<file path="config.mk">
export PLATFORM = sky130hd
export DESIGN_NAME = rtc_counter_alarm_backup
export DESIGN_NICKNAME = d
export VERILOG_FILES = /design/src/rtc_pkg.sv /design/src/rtc_prescaler.sv /design/src/rtc_counter_alarm_backup.sv
export VERILOG_INCLUDE_DIRS = /design/src
export SDC_FILE = /design/constraint.sdc
export NUM_CORES = 1
export LEC_CHECK = 0
export ABC_AREA = 1
export BUFFER_PORTS_ARGS = -buffer_cell sky130_fd_sc_hd__buf_2
export CORE_ASPECT_RATIO = 0.9
export CORE_MARGIN = 2
export CORE_UTILIZATION = 56
export DETAILED_ROUTE_END_ITERATION = 8
export GPL_TIMING_DRIVEN = 0
export PLACE_DENSITY_LB_ADDON = 0.25
export SYNTH_ARGS = -nofsm -noshare
export SYNTH_HDL_FRONTEND = slang
export SYNTH_SLANG_ARGS = --single-unit
</file>
<file path="constraint.sdc">
create_clock -name clk -period 2.4 [get_ports clk]
set_input_delay 0.48 -clock clk [delete_from_list [all_inputs] [get_ports clk]]
set_output_delay 0.48 -clock clk [all_outputs]
set_load 0.01 [all_outputs]
</file>
<file path="src/rtc_regs.svh">
`ifndef RTC_REGS_SVH
`define RTC_REGS_SVH

// ---------------------------------------------------------------
// Register port geometry
// ---------------------------------------------------------------
`define RTC_ADDR_W        8
`define RTC_DATA_W        32

// ---------------------------------------------------------------
// Register byte offsets
// ---------------------------------------------------------------
`define RTC_OFF_CTRL      8'h00
`define RTC_OFF_STATUS    8'h04
`define RTC_OFF_MASK      8'h08
`define RTC_OFF_RELOAD    8'h0C
`define RTC_OFF_PRESC     8'h10
`define RTC_OFF_COUNT     8'h14
`define RTC_OFF_ALARM     8'h18
`define RTC_OFF_BKP_BASE  8'h20
`define RTC_BKP_NUM       10
`define RTC_BKP_LAST      8'h44

// ---------------------------------------------------------------
// Widths, reset values and divider counts
// ---------------------------------------------------------------
`define RTC_PRESC_W       20
`define RTC_BKP_W         16
`define RTC_RELOAD_RST    20'h07FFF
`define RTC_COUNT_RST     32'h0000_0000
`define RTC_ALARM_RST     32'hFFFF_FFFF
`define RTC_HSE_DIV_LAST  7'h7F
`define RTC_CAL_HALF_LAST 5'h1F

`endif

</file>
<file path="src/rtc_pkg.sv">
`include "rtc_regs.svh"

package rtc_pkg;

   // ------------------------------------------------------------
   // Clock source selection
   // ------------------------------------------------------------
   typedef enum logic [1:0] {
      SRC_OFF = 2'b00,
      SRC_LSE = 2'b01,
      SRC_LSI = 2'b10,
      SRC_HSE = 2'b11
   } rtc_src_t;

   // ------------------------------------------------------------
   // Register layouts
   // ------------------------------------------------------------
   typedef struct packed {
      logic     cal_en;
      rtc_src_t src;
      logic     run;
   } rtc_ctrl_t;

   typedef struct packed {
      logic periodic;
      logic alarm;
   } rtc_irq_t;

   typedef struct packed {
      logic [`RTC_ADDR_W-1:0] addr;
      logic [`RTC_DATA_W-1:0] wdata;
      logic                   wr;
      logic                   rd;
   } bus_req_t;

endpackage

</file>
<file path="src/rtc_prescaler.sv">
`include "rtc_regs.svh"

module rtc_prescaler (
   // Clock and reset
   input  wire logic                    clk,
   input  wire logic                    srst,
   // Control
   input  wire logic                    tick_en,
   input  wire logic                    restart,
   input  wire logic [`RTC_PRESC_W-1:0] reload,
   // Status
   output logic      [`RTC_PRESC_W-1:0] count,
   output logic                         rollover
);
   import rtc_pkg::*;

   // ------------------------------------------------------------
   // Down counter, divides by reload plus one
   // ------------------------------------------------------------
   always_ff @(posedge clk) begin
      if (srst) begin
         count    <= `RTC_RELOAD_RST;
         rollover <= 1'b0;
      end else begin
         rollover <= 1'b0;
         if (restart) begin
            count <= reload;
         end else if (tick_en) begin
            if (count == '0) begin
               count    <= reload;
               rollover <= 1'b1;
            end else begin
               count <= count - `RTC_PRESC_W'(1);
            end
         end
      end
   end

   a_presc_wrap: assert property (
      @(posedge clk) disable iff (srst)
      (tick_en && !restart && count == '0)
         |=> (rollover && count == $past(reload)))
      else $error("prescaler did not wrap to reload");

endmodule

</file>
<file path="src/rtc_counter_alarm_backup.sv">
// Chosen here: the plain strobed port and the register offsets.
`include "rtc_regs.svh"
// How it works
// - Free 32-bit counter, software loadable; alarm flag when it equals compare.
// - 20-bit prescaler divides by reload+1; reset reload gives 1 s at 32.768 kHz.
// - Tick source: low-speed crystal, low-power RC, or high-speed clock/128.
// - Separate alarm and periodic interrupt outputs, plus a combined one.
// - 512 Hz calibration output from the selected clock, enabled by control.
// - Ten 16-bit backup words, read/write, kept over the main reset.
module rtc_counter_alarm_backup (
   // Clock and resets
   input  wire logic                   clk,
   input  wire logic                   srst,
   input  wire logic                   bkp_domain_rst,
   // Clock source pins
   input  wire logic                   lse_clk_pin,
   input  wire logic                   lsi_clk_pin,
   input  wire logic                   hse_clk_pin,
   // Register port
   input  wire rtc_pkg::bus_req_t      bus,
   output logic      [`RTC_DATA_W-1:0] rdata,
   // Interrupts and calibration
   output logic                        alarm_irq,
   output logic                        periodic_irq,
   output logic                        irq,
   output logic                        cal_out
);
   import rtc_pkg::*;

   // ------------------------------------------------------------
   // Decode helpers
   // ------------------------------------------------------------
   function automatic logic bkp_hit(input logic [`RTC_ADDR_W-1:0] a);
      bkp_hit = (a >= `RTC_OFF_BKP_BASE) && (a <= `RTC_BKP_LAST) &&
                (a[1:0] == 2'b00);
   endfunction

   function automatic logic [3:0] bkp_idx(input logic [`RTC_ADDR_W-1:0] a);
      logic [`RTC_ADDR_W-1:0] d;
      d = a - `RTC_OFF_BKP_BASE;
      bkp_idx = d[5:2];
   endfunction

   // ------------------------------------------------------------
   // Declarations
   // ------------------------------------------------------------
   rtc_ctrl_t                ctrl;
   rtc_irq_t                 status;
   rtc_irq_t                 next_status;
   rtc_irq_t                 mask;
   logic [`RTC_PRESC_W-1:0]  reload;
   logic [`RTC_PRESC_W-1:0]  presc_count;
   logic                     rollover;
   logic [31:0]              count;
   logic [31:0]              alarm;
   logic                     eq_prev;
   logic                     alarm_set;
   logic [2:0]               pin_edge;
   logic [6:0]               hse_div;
   logic                     src_tick;
   logic [4:0]               cal_div;
   logic [`RTC_BKP_W-1:0]    backup [`RTC_BKP_NUM];
   logic                     wr_ctrl;
   logic                     wr_status;
   logic                     wr_mask;
   logic                     wr_reload;
   logic                     wr_count;
   logic                     wr_alarm;
   logic                     wr_bkp;

   assign wr_ctrl   = bus.wr && bus.addr == `RTC_OFF_CTRL;
   assign wr_status = bus.wr && bus.addr == `RTC_OFF_STATUS;
   assign wr_mask   = bus.wr && bus.addr == `RTC_OFF_MASK;
   assign wr_reload = bus.wr && bus.addr == `RTC_OFF_RELOAD;
   assign wr_count  = bus.wr && bus.addr == `RTC_OFF_COUNT;
   assign wr_alarm  = bus.wr && bus.addr == `RTC_OFF_ALARM;
   assign wr_bkp    = bus.wr && bkp_hit(bus.addr);

   // ------------------------------------------------------------
   // Pin synchronisers and rising-edge detect
   // ------------------------------------------------------------
   logic [2:0] pin_raw;
   assign pin_raw = {hse_clk_pin, lsi_clk_pin, lse_clk_pin};

   genvar gi;
   generate
      for (gi = 0; gi < 3; gi++) begin : g_sync
         logic s1;
         logic s2;
         logic s3;
         always_ff @(posedge clk) begin
            if (srst) begin
               s1 <= 1'b0;
               s2 <= 1'b0;
               s3 <= 1'b0;
            end else begin
               s1 <= pin_raw[gi];
               s2 <= s1;
               s3 <= s2;
            end
         end
         assign pin_edge[gi] = s2 & ~s3;
      end
   endgenerate

   // ------------------------------------------------------------
   // Tick source selection
   // ------------------------------------------------------------
   always_ff @(posedge clk) begin
      if (srst) begin
         hse_div <= '0;
      end else if (pin_edge[2]) begin
         hse_div <= hse_div + 7'h01;
      end
   end

   always_ff @(posedge clk) begin
      if (srst) begin
         src_tick <= 1'b0;
      end else begin
         case (ctrl.src)
            SRC_LSE: src_tick <= pin_edge[0];
            SRC_LSI: src_tick <= pin_edge[1];
            SRC_HSE: src_tick <= pin_edge[2] &&
                                 hse_div == `RTC_HSE_DIV_LAST;
            default: src_tick <= 1'b0;
         endcase
      end
   end

   a_hse_div128: assert property (
      @(posedge clk) disable iff (srst)
      (ctrl.src == SRC_HSE && pin_edge[2] && hse_div != `RTC_HSE_DIV_LAST)
         |=> !src_tick)
      else $error("high-speed tick not divided by 128");

   // ------------------------------------------------------------
   // Prescaler
   // ------------------------------------------------------------
   rtc_prescaler u_presc (
      .clk      (clk),
      .srst     (srst),
      .tick_en  (src_tick && ctrl.run),
      .restart  (wr_reload),
      .reload   (wr_reload ? bus.wdata[`RTC_PRESC_W-1:0] : reload),
      .count    (presc_count),
      .rollover (rollover)
   );

   // ------------------------------------------------------------
   // Control registers
   // ------------------------------------------------------------
   always_ff @(posedge clk) begin
      if (srst) begin
         ctrl   <= '0;
         mask   <= '0;
         reload <= `RTC_RELOAD_RST;
         alarm  <= `RTC_ALARM_RST;
      end else begin
         if (wr_ctrl) ctrl <= rtc_ctrl_t'(bus.wdata[3:0]);
         if (wr_mask) mask <= rtc_irq_t'(bus.wdata[1:0]);
         if (wr_reload) reload <= bus.wdata[`RTC_PRESC_W-1:0];
         if (wr_alarm) alarm <= bus.wdata;
      end
   end

   // ------------------------------------------------------------
   // Counter and alarm compare
   // ------------------------------------------------------------
   always_ff @(posedge clk) begin
      if (srst) begin
         count <= `RTC_COUNT_RST;
      end else if (wr_count) begin
         count <= bus.wdata;
      end else if (rollover) begin
         count <= count + 32'h0000_0001;
      end
   end

   always_ff @(posedge clk) begin
      if (srst) begin
         eq_prev <= 1'b0;
      end else begin
         eq_prev <= (count == alarm);
      end
   end

   // Flag on arrival at the compare value, not while it stays equal
   assign alarm_set = (count == alarm) && !eq_prev;

   a_count_step: assert property (
      @(posedge clk) disable iff (srst)
      (rollover && !wr_count) |=> (count == $past(count) + 32'h1))
      else $error("counter missed a prescaler rollover");

   // ------------------------------------------------------------
   // Interrupt status, mask and outputs
   // ------------------------------------------------------------
   always_comb begin
      next_status = status;
      if (wr_status) next_status = status & ~rtc_irq_t'(bus.wdata[1:0]);
      // Set wins over a same-cycle clear
      if (alarm_set) next_status.alarm = 1'b1;
      if (rollover) next_status.periodic = 1'b1;
   end

   always_ff @(posedge clk) begin
      if (srst) begin
         status       <= '0;
         alarm_irq    <= 1'b0;
         periodic_irq <= 1'b0;
         irq          <= 1'b0;
      end else begin
         status       <= next_status;
         alarm_irq    <= status.alarm & mask.alarm;
         periodic_irq <= status.periodic & mask.periodic;
         irq          <= |(status & mask);
      end
   end

   a_alarm_flag: assert property (
      @(posedge clk) disable iff (srst)
      alarm_set |=> status.alarm)
      else $error("alarm match did not set the flag");

   a_periodic_flag: assert property (
      @(posedge clk) disable iff (srst)
      rollover |=> status.periodic ##1
         (periodic_irq == $past(mask.periodic)))
      else $error("rollover did not raise periodic flag");

   a_alarm_irq: assert property (
      @(posedge clk) disable iff (srst)
      (status.alarm && mask.alarm) |=> (alarm_irq && irq))
      else $error("unmasked alarm not on interrupt outputs");

   // ------------------------------------------------------------
   // Calibration output, 32 ticks per half period
   // ------------------------------------------------------------
   always_ff @(posedge clk) begin
      if (srst || !ctrl.cal_en) begin
         cal_div <= '0;
         cal_out <= 1'b0;
      end else if (src_tick) begin
         cal_div <= cal_div + 5'h01;
         if (cal_div == `RTC_CAL_HALF_LAST) cal_out <= ~cal_out;
      end
   end

   a_cal_toggle: assert property (
      @(posedge clk) disable iff (srst)
      (ctrl.cal_en && !wr_ctrl && src_tick &&
       cal_div == `RTC_CAL_HALF_LAST) |=> (cal_out != $past(cal_out)))
      else $error("calibration output failed to toggle");

   // ------------------------------------------------------------
   // Backup words, untouched by the main reset
   // ------------------------------------------------------------
   always_ff @(posedge clk) begin
      if (bkp_domain_rst) begin
         for (int k = 0; k < `RTC_BKP_NUM; k++) begin
            backup[k] <= '0;
         end
      end else if (wr_bkp) begin
         backup[bkp_idx(bus.addr)] <= bus.wdata[`RTC_BKP_W-1:0];
      end
   end

   a_bkp_write: assert property (
      @(posedge clk) disable iff (srst)
      (wr_bkp && !bkp_domain_rst && bus.addr == `RTC_OFF_BKP_BASE)
         |=> (backup[0] == $past(bus.wdata[`RTC_BKP_W-1:0])))
      else $error("backup word not written");

   // ------------------------------------------------------------
   // Read data, valid only in the cycle after the strobe
   // ------------------------------------------------------------
   always_ff @(posedge clk) begin
      if (srst || !bus.rd) begin
         rdata <= '0;
      end else if (bkp_hit(bus.addr)) begin
         rdata <= {16'h0000, backup[bkp_idx(bus.addr)]};
      end else begin
         case (bus.addr)
            `RTC_OFF_CTRL:   rdata <= {28'h0, ctrl};
            `RTC_OFF_STATUS: rdata <= {30'h0, status};
            `RTC_OFF_MASK:   rdata <= {30'h0, mask};
            `RTC_OFF_RELOAD: rdata <= {12'h0, reload};
            `RTC_OFF_PRESC:  rdata <= {12'h0, presc_count};
            `RTC_OFF_COUNT:  rdata <= count;
            `RTC_OFF_ALARM:  rdata <= alarm;
            default:         rdata <= '0;
         endcase
      end
   end

endmodule

</file>
==> results of run 1 <==
-- worst max path at each step --
stage,from,endpoint,slack (ns),cells after the start
after CTS,bus[35],backup[3][4],0.007,11
after floorplan,bus[36],backup[0][0],-0.09,12
after global placement,bus[35],backup[5][13],-0.83,11
after global routing,bus[34],backup[1][10],-0.08,9
final,bus[38],rdata[10],0.01,11
after detailed placement,bus[35],backup[5][13],-0.90,11
-- synth_stat cells (6+ instances only) --
master | count | area (sq um)
xnor2_1 | 8 | 70.1
nand3_4 | 8 | 140
a21oi_1 | 147 | 736
nor3_1 | 22 | 110
inv_1 | 220 | 826
o21ai_0 | 120 | 601
dfxtp_1 | 172 | 3440
a31oi_1 | 9 | 56.3
ha_1 | 6 | 75.1
o211ai_1 | 24 | 180
buf_2 | 33 | 165
nor2_1 | 363 | 1360
buf_1 | 7 | 26.3
xor2_1 | 25 | 219
buf_6 | 10 | 113
o22ai_1 | 21 | 131
nand2_1 | 717 | 2690
nand3_1 | 136 | 681
clkbuf_1 | 51 | 191
nand4_1 | 27 | 169
inv_2 | 8 | 30.0
edfxtp_1 | 256 | 7690
-- cell families after synthesis --
family	count (synthesis)	share of synthesized area (%)
buffers and inverters	340	7.06
AOI/OAI and AO/OA	330	8.83
DFF	428	55.5
adders and majority gates	6	0.374
and+or+nand+nor	1300	26.8
other	1	0.0187
xor gates and xnor gates	33	1.44
-- metal layers --
metal  vias up  wire (um)  track usage, %  part of all wire, %
met5         -          0               0                    0
met4         0       2450            13.8                  3.9
met3       147       8230            7.67                   13
met2      1057      26300            49.0                   42
met1      8313      26400            49.2                   42
li1       8301          -               -                    -
-- tightest hold or removal path, delay by kind of cell --
family / cells / cell delay [ns]
simple gates: 1 / 0.06
buf+inv: 2 / 0.10
-- area by class of cell --
type	instances	area [sq um]	share of cell area [%]
clock buffer	66	1330	5.77
inverter	233	878	3.82
clock inverter	14	143	0.621
tap	469	587	2.55
buffer	106	536	2.33
sequential	428	11100	48.4
multi-input combinational	1765	7980	34.7
timing repair buffer	80	400	1.74
-- state kept, by name, indices dropped and copies added, names as in the netlist, 3 cells and up --
register	flops
alarm	32
backup	256
cal_div	5
count	32
ctrl	4
g_sync.s1	3
g_sync.s2	3
g_sync.s3	3
hse_div	7
rdata	32
reload	20
u_presc.count	20
-- power by group through the flow --
| stage | Clock (uW) | Combinational [uW] | Sequential [uW] |
|---|---|---|---|
| floorplan | 0 | 503 | 8210 |
| global placement | 0 | 819 | 8230 |
| detailed placement | 0 | 835 | 8240 |
| CTS | 6960 | 849 | 8080 |
| global route | 7290 | 957 | 8090 |
| finish | 6930 | 888 | 8080 |
-- per-stage QoR --
step           util, %  power, uW  instance area, sq um
2_1_floorplan        -       8720                 20400
3_3_place_gp      60.8       9040                 21400
3_5_place_dp      60.8       9070                 21400
4_1_cts           65.1      15900                 22900
5_1_grt           65.3      16300                 23000
6_report          65.3      15900                 23000
==> reports/results.txt, run 1 <==
Status -> complete, no violations
Part of the power in the clock network -> 43.6%
Worst hold path type -> input port to flop
Post-CTS Resized -> 16
Share of post-route cells with drive strength above 1 -> 9.29%
Pin count of the biggest net entering global routing -> 17
Leakage -> 0.00928 uW
CTS root buffer -> clkbuf_16
Tot GR Track Use -> 33.9%
PwrDens -> 692 nW/um^2
Ys async rst share -> 0%
Chip Width -> 204 um
Antenna Cells -> 0
Drt pass-1 iters -> 6
WP buf/inv -> 5
Commonest cells after routing, fill and taps aside -> nand2_1 (707), nor2_1 (361), edfxtp_1 (256)
Port bufs -> 80
CP required -> 2.87 ns
Crit-path max FO -> 10
Reg2Reg Depth -> 7
# hold bufs at CTS -> 0
Setup ws final -> 0.0117 ns
Comb pwr share -> 5.6%
# IOs -> 84
Grt ovf -> 0
Max incr delay on CP -> 0.57 ns
Synthesized area per cell -> 8.23 sq um
Synth-to-Final Area Change -> 14.5%
P_sw -> 3630 uW
Hold Path Sink -> g_sync[2].s1
Die area -> 37400 sq um
CP Capture Type -> flop
Worst Tran Pin Value -> 1.19 ns
Initial Util -> 57.0%
Crit-path cells -> buf_2 -> buf_2 -> clkinv_1 -> nor2_1 -> buf_2 -> nand2_1 -> nand2_1 -> inv_1 -> nand2_1 -> nand2_1 -> a21oi_1
Fillers -> 3025
H-tree Lvls -> 2
Core Box Area -> 35200 sq um
Setup repair bufs after CTS -> 0
Pre-CTS WS -> -0.900 ns
Chip height -> 184 um
Clock transition at the registers of the reported paths -> 0.06 ns
Max Cap Violations -> 0
Endpoints failing hold -> 0
Num rows -> 65
Final nets -> 2711
RSZ-0062 raised after global routing -> true
Clock tree from TritonCTS -> yes
Critical path's most frequent cell -> nand2_1
Critical path's top delay family -> buffers and inverters
VDD IR max -> 0.000688 V
Post-synth cell types -> 47
Max-slew violations -> 0
Starting DRC count in detailed routing -> 2273
Synthesis Warnings -> 0
Post-synth top flop -> edfxtp_1
Via count -> 17.8k
Relative slew slack -> 20.5%
Post-synthesis sequential area ratio -> 55.5%
Num CTS Buffers -> 43
R2r setup slk -> 0.14 ns
Drt total wl -> 63400 um
Post-DR wirelength/cell -> 20.0 um
Post-route clock skew -> 0.0128 ns
Sw Ratio -> 22.8%
First-pass GRT wire length -> 94400 um
Final setup violation count -> 0
CP Data Arrival Time -> 2.86 ns
Hpwl dp -> 47400 um
Via density -> 5.64
Clk sinks -> 428
Most common cell after layout, fill and taps aside -> nand2_1
Worst path slowest cell -> nor2_1
DRT antenna net count -> 0
Hold WS -> 0.114 ns
Critical path startpoint category -> input port
Fmax -> 419 MHz
Routability congestion estimate -> 0.995
Worst reg2reg startpoint -> src_tick
Antenna violations before repair -> 0
Period minus WS final -> 2.39 ns
# DRC -> 0
Critical path class -> input port to flop
Final worst-path cycle share -> 99.5%
Finished Layout Cells -> 3161
Int Power -> 12300 uW
FF-to-FF End -> u_presc.count[14]
Vias in the first global route -> 16.3k
Worst Min Path Start -> hse_clk_pin
Synth Instances -> 2438
#FFs+latches synth -> 428
Insertion delay to the later sink of the worst-skew pair -> 0.57 ns
Hold Path Stages -> 3
EDFF count, synth -> 256
Mapped Area -> 20100 sq um
Sum Neg Setup Slack -> 0 ns
Share of power burned in registers -> 50.8%
Total placed cells including tap cells -> 3082
CTS Buffer Depth -> 3
Power figures use the tool's default switching activity.
==> run 2: changes to the inputs <==
Settings changed: CORE_UTILIZATION 56 to 65.
Clock period 2.4 ns to 2.8 ns, I/O delays scaled along.
==> run 2 against run 1 <==
- via count rose by 4.4%
- cell area fell by 0.69%
- critical path depth did not move
- setup slack improved by 0.090 ns
- power fell by 14%
- sequential cell count did not move
- clock skew rose by 0.0032 ns
- hold slack improved by 0.079 ns
- wire length rose by 4.7%
- register-to-register slack improved by 0.17 ns
- highest routed layer unchanged
==> reports/results.txt, run 2 (same netlist as run 1, synthesis figures left out) <==
Largest register FFs -> 256 (unchanged)
PwrDens -> 600 nW/um^2 (was 692 nW/um^2)
Critical path class -> input port to flop (unchanged)
Die area -> 32300 sq um (was 37400 sq um)
Hold WS -> 0.193 ns (was 0.114 ns)
Post-DR wirelength/cell -> 21.4 um (was 20.0 um)
CP Capture Type -> flop (unchanged)
Relative slew slack -> 30.7% (was 20.5%)
Max-slew violations -> 0 (unchanged)
First-pass GRT wire length -> 98600 um (was 94400 um)
DRT antenna net count -> 0 (unchanged)
Worst hold path type -> input port to flop (unchanged)
Port bufs -> 80 (unchanged)
Share of power burned in registers -> 50.6% (was 50.8%)
RSZ-0062 raised after global routing -> false (was true)
Chip Width -> 189 um (was 204 um)
Crit-path cells -> buf_2 -> buf_2 -> clkinv_1 -> nor2_1 -> buf_2 -> nand2_1 -> nand2_1 -> inv_1 -> nand2_1 -> nand2_1 -> a21oi_1 (unchanged)
Fmax -> 371 MHz
# IOs -> 84 (unchanged)
Sum Neg Setup Slack -> 0 ns (unchanged)
Tot GR Track Use -> 41.0% (was 33.9%)
Drt total wl -> 66300 um (was 63400 um)
Int Power -> 10500 uW (was 12300 uW)
Clock tree from TritonCTS -> yes (unchanged)
Grt ovf -> 0 (unchanged)
Sw Ratio -> 23.6% (was 22.8%)
Via count -> 18.6k (was 17.8k)
Endpoints failing hold -> 0 (unchanged)
Final setup violation count -> 0 (unchanged)
Routability congestion estimate -> 0.993 (was 0.995)
Critical path startpoint category -> input port (unchanged)
Status -> complete, no violations (unchanged)
Synth-to-Final Area Change -> 13.7% (was 14.5%)
Period minus WS final -> 2.70 ns
Setup ws final -> 0.102 ns (was 0.0117 ns)
Comb pwr share -> 5.6% (about the same)
Max Cap Violations -> 0 (unchanged)
Post-route clock skew -> 0.0160 ns (was 0.0128 ns)
Insertion delay to the later sink of the worst-skew pair -> 0.58 ns (was 0.57 ns)
Num rows -> 61 (was 65)
Crit-path max FO -> 10 (unchanged)
H-tree Lvls -> 2 (unchanged)
Leakage -> 0.00922 uW (was 0.00928 uW)
Critical path's top delay family -> buffers and inverters (unchanged)
Fin util -> 74.4% (was 65.3%)
CTS Buffer Depth -> 3 (unchanged)
Clock transition at the registers of the reported paths -> 0.07 ns (was 0.06 ns)
Max incr delay on CP -> 0.59 ns (was 0.57 ns)
Pre-CTS WS -> -0.565 ns (was -0.900 ns)
Vias in the first global route -> 17.2k (was 16.3k)
WP buf/inv -> 5 (unchanged)
CTS root buffer -> clkbuf_16 (unchanged)
Commonest cells after routing, fill and taps aside -> nand2_1 (707), nor2_1 (363), edfxtp_1 (256) (was nand2_1 (707), nor2_1 (361), edfxtp_1 (256))
Pin count of the biggest net entering global routing -> 17 (unchanged)
Reg with most FFs -> backup (unchanged)
R2r setup slk -> 0.31 ns (was 0.14 ns)
# DRC -> 0 (unchanged)
P_sw -> 3230 uW (was 3630 uW)
# hold bufs at CTS -> 0 (unchanged)
Hpwl dp -> 47800 um (was 47400 um)
Drt pass-1 iters -> 8 (was 6)
Setup repair bufs after CTS -> 0 (unchanged)
Most common cell after layout, fill and taps aside -> nand2_1 (unchanged)
Final worst-path cycle share -> 96.4%
Placement Cell Area -> 21300 sq um (was 21400 sq um)
Chip height -> 171 um (was 184 um)
Core Box Area -> 30700 sq um (was 35200 sq um)
Worst Tran Pin Value -> 1.04 ns (was 1.19 ns)
Initial Util -> 65.4% (was 57.0%)
CP required -> 3.25 ns (was 2.87 ns)
Final nets -> 2713 (was 2711)
VDD IR max -> 0.000528 V (was 0.000688 V)
Part of the power in the clock network -> 43.8% (was 43.6%)
Critical path's most frequent cell -> nand2_1 (unchanged)
Num CTS Buffers -> 44 (was 43)
CP Data Arrival Time -> 3.15 ns (was 2.86 ns)
Antenna violations before repair -> 1 (was 0)
Clk sinks -> 428 (unchanged)
Share of post-route cells with drive strength above 1 -> 8.91% (was 9.29%)
Worst path slowest cell -> nor2_1 (unchanged)
Via density -> 5.99 (was 5.64)
Final instance area -> 22800 sq um (was 23000 sq um)
Starting DRC count in detailed routing -> 2681 (was 2273)
## run 2: cell types whose count changed in the layout (fill, tap and decap cells not counted), sizes merged
cell / change
clkbuf: -3
bufinv: +2
clkinvlp: +2
clkinv: +1
diode: +1
## run 2: path summary, 6_finish.rpt
check / startpoint / endpoint / cells after the start
worst max-delay path: bus[38] / rdata[10] / 11
worst min register to register: g_sync[2].s1 / g_sync[2].s2 / 2
worst min-delay path: lsi_clk_pin / g_sync[1].s1 / 3
worst max register to register: count[1] / count[20] / 8
## run 2: power by group through the flow
stage | sequential (uW) | combinational, uW | clock (uW)
final | 6930 | 772 | 6000
after global routing | 6940 | 818 | 6190
after CTS | 6930 | 728 | 5950
after detailed placement | 7060 | 715 | 0
after global placement | 7050 | 697 | 0
after floorplan | 7040 | 431 | 0
## run 2: what timing repair did
action	4_1_cts	5_1_grt
gates resized for setup	0	11
endpoints found under the hold margin	0	0
setup endpoints to repair	0	161
## run 2: worst reg2reg max path: cells and delay by family (launching register included)
| family | cells | cell delay [ns] |
|---|---|---|
| adders and majority gates | 1 | 0.29 |
| DFF | 1 | 0.47 |
| and+or+nand+nor | 5 | 1.27 |
| AOI/OAI and AO/OA | 2 | 0.31 |
## run 2: final cells by class
| cell class | instances | area, sq um |
|---|---|---|
| Sequential cell | 428 | 11100 |
| Multi-Input combinational cell | 1765 | 7910 |
| Fill cell | 2292 | 7860 |
| Clock buffer | 62 | 1220 |
| Inverter | 233 | 878 |
| Buffer | 107 | 538 |
| Tap cell | 409 | 512 |
| Timing Repair Buffer | 80 | 400 |
| Clock inverter | 19 | 233 |
| Antenna cell | 1 | 2.50 |
## run 2: layer usage
| layer | up-vias | wire length, um | track usage, % |
|---|---|---|---|
| met5 | - | 0 | 0 |
| met1 | 8612 | 25500 | 58.5 |
| met2 | 1462 | 27900 | 59.4 |
| li1 | 8306 | - | - |
| met4 | 0 | 3330 | 19.9 |
| met3 | 226 | 9680 | 9.52 |
## run 2: metrics by stage
stage               cells  total power (uW)
floorplan            2533              7470
global placement     3022              7750
detailed placement   3022              7780
CTS                  3103             13600
global route         3103             14000
finish               3104             13700
